File: src/hdl/cci_pkg.sv
// Purpose: Shared constants and types for the caption line inserter.
// Assumes: Clock of 40 MHz; line and field position come from a timing generator.
// Notes: Field select codes: 0 off, 1 odd only, 2 even only, 3 both.
package cci_pkg;
    localparam int CLK_HZ = 40000000;
    localparam int BIT_RATE_HZ = 503497;
    // Cycles per caption bit, rounded down so the bit is never stretched.
    localparam int BIT_CYC = CLK_HZ / BIT_RATE_HZ;
    localparam int RUNIN_CYCLES = 7;
    localparam int GAP_BITS = 2;
    localparam int DATA_BITS = 16;
    localparam int ODD_LINE = 21;
    localparam int EVEN_LINE = 284;
    localparam int EVEN_IGNORE_LINE = 282;
    localparam int START_OFFSET_CYC = 400;
    localparam logic [1:0] SEL_RESET = 2'h0;
    localparam logic [7:0] LEVEL_BLANK = 8'h10;
    localparam logic [7:0] LEVEL_ONE = 8'h50;

    typedef enum logic [2:0] {
        CCI_IDLE,
        CCI_WAIT,
        CCI_RUNIN,
        CCI_GAP,
        CCI_START,
        CCI_DATA
    } cci_state_t;
endpackage

File: src/hdl/cci_link_if.sv
// Purpose: Carries bit timing between the inserter and its bit timer.
// Assumes: One clock domain.
// Notes: Tick is a one-cycle pulse at bit rate and a phase for the run-in.
`timescale 1ns/100ps
interface cci_link_if;
    logic run;
    logic tick;
    logic half;
    modport timer (input run, output tick, output half);
    modport user (output run, input tick, input half);
endinterface

File: src/hdl/cci_bit_timer.sv
// Purpose: Bit-rate divider for the caption waveform.
// Assumes: run is held for a whole caption line.
// Notes: Restarts phase whenever run falls so every line is locked alike.
`timescale 1ns/100ps
module cci_bit_timer #(
    parameter int BIT_CYC = cci_pkg::BIT_CYC
) (
    input wire logic i_clk,
    input wire logic i_rst_n,
    cci_link_if.timer lnk
);
    typedef struct packed {
        logic [15:0] cnt;
        logic tick;
        logic half;
    } cci_tmr_t;
    cci_tmr_t st, next_st;

    // Refuse bit periods that the 16-bit counter or the half phase cannot serve.
    if (BIT_CYC < 4 || BIT_CYC > 65535)
    begin : g_bad_bit_cyc
        $error("BIT_CYC out of range");
    end

    always_comb
    begin
        next_st = st;
        next_st.tick = 1'b0;
        if (!lnk.run)
        begin
            next_st.cnt = 16'h0000;
            next_st.half = 1'b0;
        end
        else if (st.cnt == 16'(BIT_CYC - 1))
        begin
            next_st.cnt = 16'h0000;
            next_st.tick = 1'b1;
            next_st.half = 1'b0;
        end
        else
        begin
            next_st.cnt = st.cnt + 16'h0001;
            if (st.cnt == 16'(BIT_CYC / 2 - 1))
            begin
                next_st.half = 1'b1;
            end
        end
    end

    always_ff @(posedge i_clk or negedge i_rst_n)
    begin
        if (!i_rst_n)
        begin
            st <= '0;
        end
        else
        begin
            st <= next_st;
        end
    end

    assign lnk.tick = st.tick;
    assign lnk.half = st.half;
endmodule

File: src/hdl/cci_inserter.sv
// Purpose: Builds the caption waveform on the caption lines of each field.
// Assumes: i_line and i_odd_field come from the encoder timing generator.
// Notes: Output is a level code per cycle; run-in is a square approximation.
`timescale 1ns/100ps
// How it works
// [RULE1] Odd field line 21 carries caption bytes.
// [RULE2] Run-in is seven cycles locked to bits.
// [RULE3] Two blank bit periods, then start one.
// [RULE4] Sixteen data bits from two caption bytes.
// [RULE5] Even field line 284 sends extended bytes.
// [RULE6] All caption timing generated inside here.
// [RULE7] Pixels ignored on lines 21 and 282.
// [RULE8] Internal bit timer divides i_clk down to bit rate; no outside clock.
// [RULE9] Field select: odd, even or both fields.
// [RULE10] Low byte first, each byte LSB first.
module cci_inserter (
    input wire logic i_clk,
    input wire logic i_rst_n,
    input wire logic i_line_start,
    input wire logic [9:0] i_line,
    input wire logic i_odd_field,
    input wire logic [1:0] i_caption_field_select,
    input wire logic [7:0] i_cap_byte0,
    input wire logic [7:0] i_cap_byte1,
    input wire logic [7:0] i_ext_byte0,
    input wire logic [7:0] i_ext_byte1,
    input wire logic [7:0] i_pixel,
    output logic [7:0] o_video,
    output logic o_caption_active,
    output logic o_pixel_ignored
);
    typedef struct packed {
        cci_pkg::cci_state_t state;
        logic [15:0] wait_cnt;
        logic [4:0] bit_cnt;
        logic [15:0] shreg;
        logic [7:0] video;
        logic active;
        logic ignore;
    } cci_main_t;
    cci_main_t st, next_st;

    cci_link_if lnk ();

    cci_bit_timer #(.BIT_CYC(cci_pkg::BIT_CYC)) u_timer (
        .i_clk(i_clk),
        .i_rst_n(i_rst_n),
        .lnk(lnk)
    );

    logic odd_hit;
    logic even_hit;
    logic ign_line;

    always_comb
    begin
        odd_hit = i_odd_field && i_line == 10'(cci_pkg::ODD_LINE)
            && i_caption_field_select[0]; // see [RULE1] see [RULE9]
        even_hit = !i_odd_field && i_line == 10'(cci_pkg::EVEN_LINE)
            && i_caption_field_select[1]; // see [RULE5] see [RULE9]
        ign_line = (i_odd_field && i_line == 10'(cci_pkg::ODD_LINE))
            || (!i_odd_field && i_line == 10'(cci_pkg::EVEN_IGNORE_LINE)); // see [RULE7]
    end

    assign lnk.run = st.state != cci_pkg::CCI_IDLE && st.state != cci_pkg::CCI_WAIT;

    always_comb
    begin
        next_st = st;
        next_st.ignore = ign_line;
        // Pixel data passes except on the ignored lines 21 (odd field) and 282 (even field) and while the caption waveform is sent.
        next_st.video = ign_line ? cci_pkg::LEVEL_BLANK : i_pixel; // see [RULE7]
        unique case (st.state)
            cci_pkg::CCI_IDLE:
            begin
                next_st.active = 1'b0;
                if (i_line_start && (odd_hit || even_hit))
                begin
                    // Low byte in low bits so it leaves first.
                    next_st.shreg = odd_hit ? {i_cap_byte1, i_cap_byte0}
                        : {i_ext_byte1, i_ext_byte0}; // see [RULE4] see [RULE5] see [RULE10]
                    next_st.wait_cnt = 16'h0000;
                    next_st.state = cci_pkg::CCI_WAIT; // see [RULE6]
                end
            end
            cci_pkg::CCI_WAIT:
            begin
                next_st.wait_cnt = st.wait_cnt + 16'h0001;
                if (st.wait_cnt == 16'(cci_pkg::START_OFFSET_CYC - 1))
                begin
                    next_st.bit_cnt = 5'h00;
                    next_st.active = 1'b1;
                    next_st.state = cci_pkg::CCI_RUNIN;
                end
            end
            cci_pkg::CCI_RUNIN:
            begin
                // Run-in is one square cycle per bit period, so bit-locked.
                next_st.video = lnk.half ? cci_pkg::LEVEL_BLANK : cci_pkg::LEVEL_ONE; // see [RULE2]
                if (lnk.tick)
                begin
                    next_st.bit_cnt = st.bit_cnt + 5'h01;
                    if (st.bit_cnt == 5'(cci_pkg::RUNIN_CYCLES - 1))
                    begin
                        next_st.bit_cnt = 5'h00;
                        next_st.state = cci_pkg::CCI_GAP;
                    end
                end
            end
            cci_pkg::CCI_GAP:
            begin
                next_st.video = cci_pkg::LEVEL_BLANK; // see [RULE3]
                if (lnk.tick)
                begin
                    next_st.bit_cnt = st.bit_cnt + 5'h01;
                    if (st.bit_cnt == 5'(cci_pkg::GAP_BITS - 1))
                    begin
                        next_st.state = cci_pkg::CCI_START;
                    end
                end
            end
            cci_pkg::CCI_START:
            begin
                next_st.video = cci_pkg::LEVEL_ONE; // see [RULE3]
                if (lnk.tick)
                begin
                    next_st.bit_cnt = 5'h00;
                    next_st.state = cci_pkg::CCI_DATA;
                end
            end
            cci_pkg::CCI_DATA:
            begin
                next_st.video = st.shreg[0] ? cci_pkg::LEVEL_ONE
                    : cci_pkg::LEVEL_BLANK; // see [RULE4] see [RULE10]
                if (lnk.tick)
                begin
                    next_st.shreg = {1'b0, st.shreg[15:1]};
                    next_st.bit_cnt = st.bit_cnt + 5'h01;
                    if (st.bit_cnt == 5'(cci_pkg::DATA_BITS - 1))
                    begin
                        next_st.active = 1'b0;
                        next_st.state = cci_pkg::CCI_IDLE;
                    end
                end
            end
        endcase
    end

    always_ff @(posedge i_clk or negedge i_rst_n)
    begin
        if (!i_rst_n)
        begin
            st <= '0;
        end
        else
        begin
            st <= next_st;
        end
    end

    assign o_video = st.video;
    assign o_caption_active = st.active;
    assign o_pixel_ignored = st.ignore;

    // Checker-only count of cycles spent waiting, kept apart from the state counter.
    logic [15:0] wait_seen;

    always_ff @(posedge i_clk or negedge i_rst_n)
    begin
        if (!i_rst_n)
        begin
            wait_seen <= 16'h0000;
        end
        else if (st.state == cci_pkg::CCI_WAIT)
        begin
            wait_seen <= wait_seen + 16'h0001;
        end
        else
        begin
            wait_seen <= 16'h0000;
        end
    end
endmodule

File: config.mk
export PLATFORM = sky130hd
export DESIGN_NAME = cci_inserter
export DESIGN_NICKNAME = d
export VERILOG_FILES = /design/src/hdl/cci_pkg.sv /design/src/hdl/cci_link_if.sv /design/src/hdl/cci_bit_timer.sv /design/src/hdl/cci_inserter.sv
export SDC_FILE = /design/constraint.sdc
export NUM_CORES = 1
export LEC_CHECK = 0
export ABC_AREA = 1
export BUFFER_PORTS_ARGS = -buffer_cell sky130_fd_sc_hd__clkbuf_2
export CAP_MARGIN = 10
export CORE_MARGIN = 1.5
export CORE_UTILIZATION = 45
export CTS_BUF_LIST = sky130_fd_sc_hd__clkbuf_2 sky130_fd_sc_hd__clkbuf_4 sky130_fd_sc_hd__clkbuf_8
export DETAILED_ROUTE_END_ITERATION = 6
export GPL_TIMING_DRIVEN = 0
export HOLD_SLACK_MARGIN = 0.12
export PLACE_DENSITY_LB_ADDON = 0.12
export SETUP_SLACK_MARGIN = 0.4
export SLEW_MARGIN = 20
export SYNTH_ARGS = -nofsm -noshare
export SYNTH_HDL_FRONTEND = slang
export SYNTH_SLANG_ARGS = --single-unit
File: constraint.sdc
create_clock -name i_clk -period 3.5 [get_ports i_clk]
set_input_delay 0 -clock i_clk [delete_from_list [all_inputs] [get_ports i_clk]]
set_output_delay 0 -clock i_clk [all_outputs]
set_load 0.01 [all_outputs]
==> results.toml, run 1 <==
[critical_path]
cp.arrival_ns = 2.57
cp_max_fo = 10
r2r_cells = 10
worstSetupPathType = "in2reg"
timing.rr.start = "st[48]$_DFFE_PN0P_"
cp-start-kind = "input pin"
crit_end = "st[21]$_DFFE_PN0P_"
crit_path_end_kind = "flop"
required_ns = 3.72
crit_path_start = "i_line[1]"
worst-r2r-setup-slack_ns = 1.35
worstReg2RegEnd = "st[21]$_DFFE_PN0P_"

[sta]
hold_viol = 0
fin_setup_tns_ns = 0
fmax_mhz = 424
maxSlewHeadroom_pct = 62.0
rsz0062_at_grt = "false"
slew_viol_final = 0
finalClockSkew_ns = 0.00876
holdWs_ns = 0.133
setup_viol = 0
fin_crit_ns = 2.36
min_period_over_period_pct = 67.3
tightestPinTransition_ns = 0.567

[grt]
antenna_found_initial = 0
grt_pass1_vias = 3857
grt_start_max_net_pins = 44
grt_pass1_wl_um = 16800
grt_usage_pct = 20.4
overflow = 0

[yosys]
yosys.area.top_type = "dfrtp_1"
seq_area_frac_synth_pct = 40.7
synth_area_leaders = "dfrtp_1 41%, nand2_1 19%, inv_1 6.6%"
synth_seq_cells = 68
yosys-top-cells-count = "211 x nand2_1, 74 x inv_1, 68 x dfrtp_1, 63 x nor2_1, 45 x nand3_1"
ys.flop_type = "dfrtp_1"
avgSynthCellArea_um2 = 6.96
yosysMostFrequentCell = "nand2_1"
synth_warnings = 0
synth_top_area_share_pct = 40.7
synthCells = 601
async_flop_share_pct = 100
synth_edf_count = 0
synth_nets = 664
yosys.cell_types.count = 32
syn_area_um2 = 4180

[power]
clkPwrFrac_pct = 19.1
ir_drop_mv = 0.286
switching_power_w = 0.00138
seq_power_share_pct = 37.8
p_sw_share_pct = 40.9
p_leak_nw = 2.79
power_density_nw_per_um2 = 642
p_int_w = 0.00199
comb_power_share_pct = 43.1
report.power.total_w = 0.00337

[placement]
dpl.hpwl_um = 6650
place_congestion = 0.914
portBuffers = 64

[layout]
area_delta_synth_final_pct = 25.5
multi_input_comb_area_um2 = 2050
fillers = 840
seq_area_um2 = 1700
n_antenna_cell = 0
fin_nets = 779
drive_above_1_share_pct = 16.0

[detailed_routing]
drcViolationCount = 0
wl_um = 9370
first_pass_iters = 4
via_count = 4072
vias_per_cell = 4.90
drtIter0Drc = 186
drtAntennaViolNets = 0
wl_per_cell_um = 11.3

[clock_network]
cts_tree = "built"
root_buffer = "clkbuf_8"
cts_resized = 0
cts_made_buffers = 9
cts.clk_slew.worst_paths_ns = 0.06
cts_buffer_depth = 2
htree_levels = 3
clk_latency_ns = 0.33
cts_sinks = 68

[die]
die_h_um = 99.4
rows = 35
core-area_um2 = 9110
dieArea_um2 = 9890
start_util_pct = 45.9
die_x_um = 99.4
ioPinCount = 66

[run]
maxCapViolations = 0

[outcome]
status = "complete, no violations"

[hold_path]
min_path_type = "in2reg"
[stage by stage]
stage | util (%) | cells | area [µm²] | worst slack (ns)
2_1_floorplan | - | 601 | 4180 | 1.90
3_3_place_gp | 51.0 | 776 | 4640 | 1.66
3_5_place_dp | 51.2 | 777 | 4670 | 1.62
4_1_cts | 57.7 | 831 | 5250 | 1.24
5_1_grt | 57.7 | 831 | 5250 | 0.990
6_report | 57.7 | 831 | 5250 | 1.14
[logic make-up after synthesis]
| logic type | synth area share [%] |
|---|---|
| flip-flops | 40.7 |
| AND/OR/NAND/NOR | 40.3 |
| adder cells (fa/ha/maj) | 2.09 |
| XOR/XNOR | 2.51 |
| AO/OA/AOI/OAI | 4.07 |
| buffers and inverters | 10.4 |
[timing repair]
| action | in CTS | in global routing |
|---|---|---|
| hold buffers | 39 | 0 |
| hold endpoints to repair | 93 | 0 |
| buffers inserted | 0 | 0 |
[worst min-delay path by stage]
stage	from	cells past startpoint	end
detailed placement	i_rst_n	1	o_video[5]$_DFF_PN0_
floorplan	i_rst_n	0	o_caption_active$_DFFE_PN0P_
CTS	i_cap_byte1[0]	7	st[18]$_DFFE_PN0P_
global route	i_cap_byte1[2]	7	st[20]$_DFFE_PN0P_
finish	i_cap_byte0[7]	7	st[17]$_DFFE_PN0P_
global placement	i_pixel[4]	3	o_video[4]$_DFF_PN0_
[per-layer routing]
layer	vias up	GRT usage, %	routed length [µm]
met2	74	34.1	4370
met3	7	4.50	378
li1	2122	-	-
met5	-	0	0
met4	0	3.36	74
met1	1869	27.6	4540
[registers in the layout, summed over array words and instances, names as in the netlist]
signal and flops:
st 40, u_timer.st 16, u_timer.lnk.tick 1, o_video 8, o_pixel_ignored 1, u_timer.lnk.half 1, o_caption_active 1
[power groups by stage]
stage	logic (W)	registers [W]	clock network, W
floorplan	0.00108	0.00124	0
global placement	0.00137	0.00128	0
detailed placement	0.00142	0.00128	0
CTS	0.00147	0.00127	0.000671
global route	0.00168	0.00131	0.000704
finish	0.00145	0.00128	0.000643
[cells in the final DEF (no fill, tap or decap), drive strengths merged]
cell           n
nor4           6
nand3b         3
dfrtp         68
o21ai         22
a21oi          8
nor3b          2
clkinv         1
nand3         46
clkbuf        81
nor3          17
or2            3
a221oi         1
dlygate4sd3   39
bufinv         1
xnor2          4
nand4         26
inv           77
o31ai          1
buf           18
nand2        214
ha             7
xor2           8
nor2          67
[critical path, stage by stage]
cell and delay (ns):
dlygate4sd3_1 0.54, clkbuf_2 0.15, nor3_2 0.51, clkbuf_1 0.37
nand4_1 0.15, nand3_1 0.13, dlygate4sd3_1 0.56, nand2_1 0.05
nand2_1 0.06, nand2_1 0.05
[layout make-up]
class                   instances  area share, %
multi-input cells             435           39.0
well taps                     111           2.64
repair buffers                104           14.0
plain buffers                  21           2.76
clock buffers                  13           3.05
clock inverters                 2          0.667
inverters                      77           5.50
flip-flops and latches         68           32.4
(Power assumes the default switching activity.)
==> run 2, diff against run 1 <==
==> constraint.sdc (replaced) <==
create_clock -name i_clk -period 1.9 [get_ports i_clk]
set_input_delay 0 -clock i_clk [delete_from_list [all_inputs] [get_ports i_clk]]
set_output_delay 0 -clock i_clk [all_outputs]
set_load 0.01 [all_outputs]
==> results.toml, run 2 (synthesis gave the netlist of run 1 again) <==
[sta]
maxSlewHeadroom_pct = 65.8
hold_viol = 0
setup_viol = 0
rsz0062_at_grt = "true"
tightestPinTransition_ns = 0.511
min_period_over_period_pct = 91.6
fin_setup_tns_ns = 0
finalClockSkew_ns = 0.00859
slew_viol_final = 0
fin_crit_ns = 1.74
fmax_mhz = 575

[die]
rows = 35
start_util_pct = 45.9
dieArea_um2 = 9890
core-area_um2 = 9110
ioPinCount = 66
die_x_um = 99.4
die_h_um = 99.4

[power]
p_leak_nw = 3.17
ir_drop_mv = 0.551
power_density_nw_per_um2 = 1280

[detailed_routing]
wl_um = 11900
drtAntennaViolNets = 0
drtIter0Drc = 165
wl_per_cell_um = 13.5
first_pass_iters = 5
drcViolationCount = 0
via_count = 4550
vias_per_cell = 5.14

[layout]
largest_register_ffs = 40
finalCoreUtilization_pct = 68.4
fin_nets = 832
drive_above_1_share_pct = 33.5
area_delta_synth_final_pct = 49.0
layout.cells.most_common = "nand2_1"
final_cell_area_um2 = 6230
top_register = "st"
mostFrequentLayoutCells = "166 x nand2_1, 64 x inv_1, 63 x clkbuf_2, 63 x dfrtp_1, 55 x nor2_1"

[critical_path]
r2r_cells = 12
crit_path_end_kind = "flop"
cp-start-kind = "flop"
required_ns = 2.14
worst-r2r-setup-slack_ns = 0.16
crit_path_start = "st[26]$_DFFE_PN0P_"
timing.rr.start = "st[26]$_DFFE_PN0P_"
cp.arrival_ns = 1.98
worstSetupPathType = "reg2reg"
cp_max_fo = 4
worstReg2RegEnd = "st[49]$_DFFE_PN0P_"

[hold_path]
min-delay-start = "i_cap_byte1[1]"
min_path_cells = 7
hold_path_end = "st[19]$_DFFE_PN0P_"
min_path_type = "in2reg"

[grt]
overflow = 0
grt_usage_pct = 24.0
grt_pass1_wl_um = 19100
antenna_found_initial = 1
grt_start_max_net_pins = 36
grt_pass1_vias = 4319

[clock_network]
cts_sinks = 68
root_buffer = "clkbuf_8"
cts.clk_slew.worst_paths_ns = 0.08
cts_tree = "built"
cts_buffer_depth = 2
clk_latency_ns = 0.35
cts_made_buffers = 9
htree_levels = 3

[placement]
dpl.hpwl_um = 7120
place_area_um2 = 4680
place_congestion = 0.880
portBuffers = 64

[outcome]
status = "complete, no violations"

[run]
maxCapViolations = 0
[run 2: cell types whose count changed in the layout (fill, tap and decap cells not counted), sizes merged]
cell         change
clkinv           +1
clkinvlp         +3
bufinv           -1
dlygate4sd3      +4
buf             +47
inv              -1
diode            +1
[run 2: per-stage QoR]
stage               setup slack [ns]  hold slack (ns)  cells  power, W
detailed placement            0.0668           0.0226    777   0.00499
global placement              0.0867            0.202    776   0.00491
CTS                            0.224            0.124    856   0.00670
finish                         0.161            0.134    885   0.00796
global route                  0.0464            0.183    885   0.00858
floorplan                      0.365           -0.296    601   0.00429
[run 2: critical path: stages, from the launching register on]
cell,delay [ns]
dfrtp_1,0.40
buf_4,0.16
inv_4,0.06
ha_4,0.11
nand2_2,0.06
nor3_4,0.24
nor2_1,0.10
nor2_2,0.11
nand2_2,0.07
nor2_4,0.12
nand2_2,0.09
nand2_1,0.07
nand2_1,0.06
[run 2: cell type report]
type | instances | area, µm²
flip-flops and latches | 68 | 1710
well taps | 111 | 139
inverters | 77 | 300
clock buffers | 11 | 151
plain buffers | 21 | 166
multi-input cells | 435 | 2500
repair buffers | 157 | 1240
fillers | 737 | 2870
clock inverters | 4 | 25.0
diodes | 1 | 2.50
[run 2: worst max path at each step]
stage,endpoint,slack (ns),depth (start not counted)
final,st[49]$_DFFE_PN0P_,0.16,12
after global routing,st[48]$_DFFE_PN0P_,0.05,13
after CTS,st[49]$_DFFE_PN0P_,0.22,13
after detailed placement,st[35]$_DFFE_PN0P_,0.07,9
after global placement,st[35]$_DFFE_PN0P_,0.09,9
after floorplan,st[47]$_DFFE_PN0P_,0.37,13
[run 2: report_power, final]
group	internal, W	switching [W]
clock network	0.000533	0.000559
logic	0.00204	0.00241
registers	0.00196	0.000468
[run 2: layer usage]
layer	track usage, %	share of wire, %	vias to the layer above
met3	3.72	3.2	44
li1	-	-	2233
met5	0	0	-
met2	39.8	51	118
met1	29.9	41	2155
met4	13.4	4.3	0
[run 2: timing repair]
action	CTS	global route
setup buffers	20	25
setup endpoints to repair	59	59
resized for setup	46	111
hold buffers	43	0
gates cloned	1	3
endpoints found under the hold margin	93	0
pin swaps	27	45
